--- config.mk ---
export PLATFORM = sky130hd
export DESIGN_NAME = ddcp_top
export DESIGN_NICKNAME = d
export VERILOG_FILES = /design/src/core/ddcp_pkg.sv /design/src/core/ddcp_sample_reg.sv /design/src/core/ddcp_top.sv
export SDC_FILE = /design/constraint.sdc
export NUM_CORES = 2
export LEC_CHECK = 0
export CAP_MARGIN = 20
export CORE_MARGIN = 5
export CORE_UTILIZATION = 63
export DETAILED_ROUTE_END_ITERATION = 10
export DONT_BUFFER_PORTS = 1
export PLACE_DENSITY = 0.77
export SETUP_SLACK_MARGIN = 0.3
export SLEW_MARGIN = 0
export SYNTH_ARGS = -nofsm -noshare
export SYNTH_HDL_FRONTEND = slang
export SYNTH_HIERARCHICAL = 1
export SYNTH_SLANG_ARGS = --single-unit
--- constraint.sdc ---
create_clock -name clk -period 50.2 [get_ports clk]
set_input_delay 5.02 -clock clk [delete_from_list [all_inputs] [get_ports clk]]
set_output_delay 5.02 -clock clk [all_outputs]
set_load 0.03 [all_outputs]
--- src/core/ddcp_pkg.sv ---
package ddcp_pkg;
    localparam int SAMPLE_W    = 14;
    localparam int CHAN_W      = 16;
    localparam int NUM_CHAN    = 4;
    localparam int ADDR_W      = 5;
    localparam int CDATA_W     = 8;
    localparam int PDATA_W     = 24;
    localparam int LOC_W       = 7;
    localparam int NUM_LOC     = 128;
    // Page register location in each addressing scheme
    localparam logic [4:0] PAGE_ADDR5  = 5'h1F;
    localparam logic [3:0] PAGE_ADDR4  = 4'hF;
    // Top quarter of the location space is the output page
    localparam logic [1:0] OUT_PAGE_SEL = 2'h3;
    localparam logic [7:0]  PAGE_RESET  = 8'h00;
    localparam logic [7:0]  REG_RESET   = 8'h00;
    localparam logic [23:0] PDATA_IDLE  = 24'hFF_FFFF;
    // Field positions inside the 56-bit concatenated input pin vector
    localparam int PORT16_STRIDE = 16;
    localparam int DIFF_STRIDE   = 28;
    localparam int EXP_STRIDE    = 15;
    localparam int MANT_W        = 12;
    localparam int EXP_W         = 3;
    localparam int AB_SEL_BIT    = 45;

    typedef enum logic [2:0] {
        FMT_QUAD14   = 3'b000,
        FMT_TRIPLE16 = 3'b001,
        FMT_DIFF14   = 3'b010,
        FMT_EXP      = 3'b011,
        FMT_EXP_AB   = 3'b100
    } ddcp_fmt_e;
endpackage

--- src/core/ddcp_sample_reg.sv ---
`timescale 1ns/1ps
module ddcp_sample_reg #(
    parameter int W = 14
) (
    input  wire logic         clk,
    input  wire logic         rst,
    input  wire logic [W-1:0] d,
    output logic      [W-1:0] q
);
    logic [W-1:0] q_reg;

    always_ff @(posedge clk or posedge rst) begin
        if (rst) begin
            q_reg <= '0;
        end else begin
            q_reg <= d;
        end
    end

    assign q = q_reg;
endmodule

--- src/core/ddcp_top.sv ---
`timescale 1ns/1ps
module ddcp_top
    import ddcp_pkg::*;
(
    input  wire logic                clk,
    input  wire logic                rst,
    input  wire logic                ce_n,
    input  wire logic                rd_n,
    input  wire logic                wr_n,
    input  wire logic [ADDR_W-1:0]   addr,
    input  wire logic [CDATA_W-1:0]  cdata_in,
    output logic      [CDATA_W-1:0]  cdata_out,
    output logic                     cdata_oe,
    input  wire logic                addr4_mode,
    input  wire logic                wide_mode,
    input  wire logic [PDATA_W-1:0]  out_word,
    output logic      [PDATA_W-1:0]  pdata_out,
    output logic                     pdata_oe,
    input  wire logic [2:0]          input_format,
    input  wire logic [SAMPLE_W-1:0] sample_port_a,
    input  wire logic [SAMPLE_W-1:0] sample_port_b,
    input  wire logic [SAMPLE_W-1:0] sample_port_c,
    input  wire logic [SAMPLE_W-1:0] sample_port_d,
    input  wire logic                sample_valid_n,
    output logic      [CHAN_W-1:0]   chan_word_0,
    output logic      [CHAN_W-1:0]   chan_word_1,
    output logic      [CHAN_W-1:0]   chan_word_2,
    output logic      [CHAN_W-1:0]   chan_word_3,
    output logic                     chan_ab_sel,
    output logic                     chan_strobe,
    output logic      [CDATA_W-1:0]  page_out
);
    typedef struct packed {
        logic [NUM_LOC-1:0][CDATA_W-1:0] mem;
        logic [CDATA_W-1:0]              page;
        logic                            wr_n_d;
        logic [CDATA_W-1:0]              cdata;
        logic                            cdata_oe;
        logic [PDATA_W-1:0]              pdata;
        logic                            pdata_oe;
        logic                            valid_n_d;
        logic [NUM_CHAN-1:0][CHAN_W-1:0] chan;
        logic                            ab_sel;
        logic                            strobe;
    } ddcp_state_s;

    ddcp_state_s st_reg;
    ddcp_state_s st_next;

    logic [NUM_CHAN-1:0][SAMPLE_W-1:0] pin_d;
    logic [NUM_CHAN-1:0][SAMPLE_W-1:0] pin_q;
    logic [NUM_CHAN*SAMPLE_W-1:0]      pins;

    assign pin_d[0] = sample_port_a;
    assign pin_d[1] = sample_port_b;
    assign pin_d[2] = sample_port_c;
    assign pin_d[3] = sample_port_d;

    genvar gi;
    generate
        for (gi = 0; gi < NUM_CHAN; gi++) begin : g_cap
            ddcp_sample_reg #(.W(SAMPLE_W)) u_cap (
                .clk (clk),
                .rst (rst),
                .d   (pin_d[gi]),
                .q   (pin_q[gi])
            );
        end
    endgenerate

    assign pins = {pin_q[3], pin_q[2], pin_q[1], pin_q[0]};

    logic [LOC_W-1:0]   loc;
    logic               is_page;
    logic               is_out_page;
    logic               access;
    logic               rd_act;
    logic               wr_rise;
    logic [CDATA_W-1:0] rd_val;
    ddcp_fmt_e          fmt;

    always_comb begin
        access = !ce_n;
        if (addr4_mode) begin
            loc     = {st_reg.page[2:0], addr[3:0]};
            is_page = (addr[3:0] == PAGE_ADDR4);
        end else begin
            loc     = {st_reg.page[1:0], addr};
            is_page = (addr == PAGE_ADDR5);
        end
        is_out_page = (loc[LOC_W-1 -: 2] == OUT_PAGE_SEL);
        rd_act  = access && !rd_n && wr_n;
        wr_rise = access && !st_reg.wr_n_d && wr_n;
        rd_val  = is_page ? st_reg.page : st_reg.mem[loc];
        fmt     = ddcp_fmt_e'(input_format);
    end

    always_comb begin
        st_next = st_reg;
        st_next.wr_n_d    = wr_n;
        st_next.valid_n_d = sample_valid_n;
        st_next.strobe    = 1'b0;

        if (wr_rise) begin
            if (is_page) begin
                st_next.page = cdata_in;
            end else begin
                st_next.mem[loc] = cdata_in;
            end
        end

        st_next.cdata_oe = rd_act;
        st_next.cdata    = rd_act ? rd_val : '0;
        st_next.pdata_oe = rd_act && wide_mode;
        if (rd_act && wide_mode) begin
            st_next.pdata = is_out_page ? out_word : PDATA_IDLE;
        end else begin
            st_next.pdata = '0;
        end

        if (!st_reg.valid_n_d) begin
            st_next.strobe = 1'b1;
            st_next.ab_sel = 1'b0;
            case (fmt)
                FMT_QUAD14: begin
                    for (int k = 0; k < NUM_CHAN; k++) begin
                        st_next.chan[k] = {{(CHAN_W-SAMPLE_W){pin_q[k][SAMPLE_W-1]}},
                                           pin_q[k]};
                    end
                end
                FMT_TRIPLE16: begin
                    for (int k = 0; k < 3; k++) begin
                        st_next.chan[k] = pins[k*PORT16_STRIDE +: CHAN_W];
                    end
                    st_next.chan[3] = '0;
                end
                FMT_DIFF14: begin
                    for (int k = 0; k < 2; k++) begin
                        st_next.chan[k] = CHAN_W'(
                            $signed({pins[k*DIFF_STRIDE + SAMPLE_W-1],
                                     pins[k*DIFF_STRIDE +: SAMPLE_W]})
                          - $signed({pins[k*DIFF_STRIDE + 2*SAMPLE_W-1],
                                     pins[k*DIFF_STRIDE + SAMPLE_W +: SAMPLE_W]}));
                    end
                    st_next.chan[2] = '0;
                    st_next.chan[3] = '0;
                end
                FMT_EXP,
                FMT_EXP_AB: begin
                    for (int k = 0; k < 3; k++) begin
                        st_next.chan[k] = {1'b0,
                            pins[k*EXP_STRIDE + MANT_W +: EXP_W],
                            pins[k*EXP_STRIDE +: MANT_W]};
                    end
                    st_next.chan[3] = '0;
                    if (fmt == FMT_EXP_AB) begin
                        st_next.ab_sel = pins[AB_SEL_BIT];
                    end
                end
                default: begin
                    st_next.chan   = '0;
                    st_next.strobe = 1'b0;
                end
            endcase
        end
    end

    always_ff @(posedge clk or posedge rst) begin
        if (rst) begin
            st_reg           <= '0;
            st_reg.mem       <= {NUM_LOC{REG_RESET}};
            st_reg.page      <= PAGE_RESET;
            st_reg.wr_n_d    <= 1'b1;
            st_reg.valid_n_d <= 1'b1;
        end else begin
            st_reg <= st_next;
        end
    end

    assign cdata_out   = st_reg.cdata;
    assign cdata_oe    = st_reg.cdata_oe;
    assign pdata_out   = st_reg.pdata;
    assign pdata_oe    = st_reg.pdata_oe;
    assign chan_word_0 = st_reg.chan[0];
    assign chan_word_1 = st_reg.chan[1];
    assign chan_word_2 = st_reg.chan[2];
    assign chan_word_3 = st_reg.chan[3];
    assign chan_ab_sel = st_reg.ab_sel;
    assign chan_strobe = st_reg.strobe;
    assign page_out    = st_reg.page;
endmodule

==> run summary <==
status -> finished, final reports clean
drt total wl -> 137,000 um
largest area contributor in the netlist -> dfrtp_1
Synth Net Count -> 4,056
Max Freq -> 121 MHz
kind of critical path -> in -> reg
slew margin rel. -> 20.6%
vias in the first global route -> 33.6k
Synthesis Warnings -> 6
synthesized area per cell -> 14.1 sq um
async set-reset flop share out of synthesis -> 100%
#FFs+latches synth -> 1,188
minimum clock period -> 8.27 ns
Post-Syn Area -> 55,200 sq um
dpl hpwl -> 82,500 um
Hold Violations, Final -> 0
synth top area cells -> dfrtp_1, mux2_2, mux4_2
CTS tree -> done
htree depth -> 3
Clock Path Buffers -> 3
FILL cells -> 5,921
CTS resizes -> 0
crit-path cells -> nand2_1, nor2_1, nand3_1, nand3_1, buf_4, nor4b_4, mux2_2
Largest register FFs -> 1,026
worst hold path type -> reg -> reg
Bufs and invs on worst path -> 1
WL/cell -> 27.8 um
Area Overhead vs Synth -> 7.25%
Pleak -> 28.4 nW
Most common cell on crit path -> nand3_1
Seq/Total Area, Yosys -> 53.8%
die span in y -> 306 um
CP required -> 50.79 ns
Post-CTS Setup Bufs -> 0
Largest stage delay, worst path -> 0.89 ns
Critical Path Slowest Stage Cell -> nand3_1
Starting Density -> 63.6%
synth unique cells -> 70
max-slew violation count -> 0
Final Setup Violations -> 0
final-stage net count -> 3,815
Arr. time, crit path -> 8.86 ns
DRC viols -> 0
via count -> 32.8k
# rows -> 108
CP top delay family -> simple AND/OR/NAND/NOR gates
setup ws final -> 41.93 ns
Max Cap Viol -> 0
layout cells sized above 1 -> 41.6%
actual transition at the worst max-transition pin -> 1.18 ns
Area after DPL -> 55,000 sq um
Num CTS Buffers -> 120
Setup TNS Final -> 0 ns
Synth Instances -> 3,922
global-route wire length before repair -> 212,000 um
dpl ws -> 40.98 ns
VDD IR max -> 36.7 uV
Startpoint Class -> input pin
I/O pin total -> 212
die area -> 93,700 sq um
number of clock sinks -> 1,188
EDFF count, synth -> 0
Setup Skew -> 0.0206 ns
initial antenna violation count -> 8
pwr dens -> 34.9 nW/um^2
clock latency on the worst-skew pair -> 0.70 ns
Worst-path clk slew -> 0.06 ns
RSZ-0062 raised after global routing -> false
drt initial violations -> 3,070
port bufs -> 0
top cell type's share of synthesized area -> 53.7%
GRT Total Usage -> 29.1%
GP Congestion -> 0.876
Initial DRT Pass Iterations -> 6
core area -> 86,900 sq um
Vias per Instance -> 6.63
chip width -> 306 um
Overflow after GRT -> 0
fin crit share -> 16.5%
Synth Flop Type -> dfrtp_1
crit end category -> register
post-route cell area -> 59,200 sq um
Final ANT Viol Nets -> 0
CP Max Fanout -> 228
Clock Tree Root -> clkbuf_16
overall power -> 2.07 mW
dominant cell by count in the synthesized netlist -> dfrtp_1
largest net degree at the start of global routing -> 300
CTS Hold Bufs -> 0
most frequent cells after synthesis -> dfrtp_1, mux2_2, mux4_2
report_power, final:
part / internal (mW) / switching [mW]
logic: 0.0546 / 0.0660
clock network: 0.548 / 0.378
registers: 0.986 / 0.0323
final timing paths:
| path | startpoint | to | slack [ns] | cells past startpoint |
|---|---|---|---|---|
| max | addr[1] | st_reg[744]$_DFFE_PP0P_ | 41.93 | 7 |
| min | st_reg[621]$_DFFE_PP0P_ | st_reg[621]$_DFFE_PP0P_ | 0.37 | 0 |
| max reg2reg | page_out[0]$_DFFE_PP0P_ | cdata_out[1]$_DFF_PP0_ | 46.01 | 8 |
| min reg2reg | st_reg[621]$_DFFE_PP0P_ | st_reg[621]$_DFFE_PP0P_ | 0.37 | 0 |
| max in group asynchronous | rst | st_reg[695]$_DFFE_PP0P_ | 42.10 | 5 |
| min in group asynchronous | rst | g_cap[0].u_cap/q[13]$_DFF_PP0_ | 4.24 | 1 |
metal layers:
layer / up-vias / wire [um] / GRT usage, %
met4: 4 / 4670 / 8.75
met5: - / 34 / 0
li1: 13800 / - / -
met3: 278 / 11000 / 6.89
met1: 17500 / 57700 / 42.4
met2: 1245 / 63800 / 44.6
layout make-up:
cell class              instances  area, sq um  share of cell area, %
flip-flops and latches       1188        29700                   50.2
multi-input cells            2286        23300                   39.4
clock buffers                 171         3560                   6.00
well taps                    1155         1450                   2.44
clock inverters                51          593                   1.00
repair buffers                 41          410                  0.693
inverters                      44          175                  0.296
diodes                          6         15.0                 0.0253
logic make-up (layout without fill, tap and decap cells):
family	Yosys count	in the layout	share of synthesized area [%]
AO/OA/AOI/OAI	395	395	4.75
XOR/XNOR	16	16	0.254
buffers and inverters	448	307	4.07
adder cells (fa/ha/maj)	30	30	0.707
AND/OR/NAND/NOR	481	481	4.24
other	0	6	0
multiplexers	1364	1364	32.1
flip-flops	1188	1188	53.8
through the flow:
step,instances,util [%],hold slack [ns]
detailed placement,4709,63.3,0.362
global route,4940,68.2,0.382
floorplan,3922,-,0.424
finish,4942,68.2,0.373
global placement,4706,63.2,0.360
CTS,4931,68.0,0.376
placed cells by master, fill, tap and decap left out, drive strengths merged, types with 27 or more instances in the layout:
cell / netlist / final
buf: 198 / 40
inv: 44 / 50
a21oi: 74 / 74
mux4: 226 / 226
clkbuf: 206 / 172
a22oi: 38 / 38
nand2: 205 / 205
clkinv: 0 / 33
o21a: 27 / 27
ha: 28 / 28
nand3: 41 / 41
a211oi: 27 / 27
mux2: 1019 / 1019
nor2: 128 / 128
o21ai: 82 / 82
mux2i: 119 / 119
dfrtp: 1186 / 1186
No activity file was read; power rests on OpenSTA's default activity.
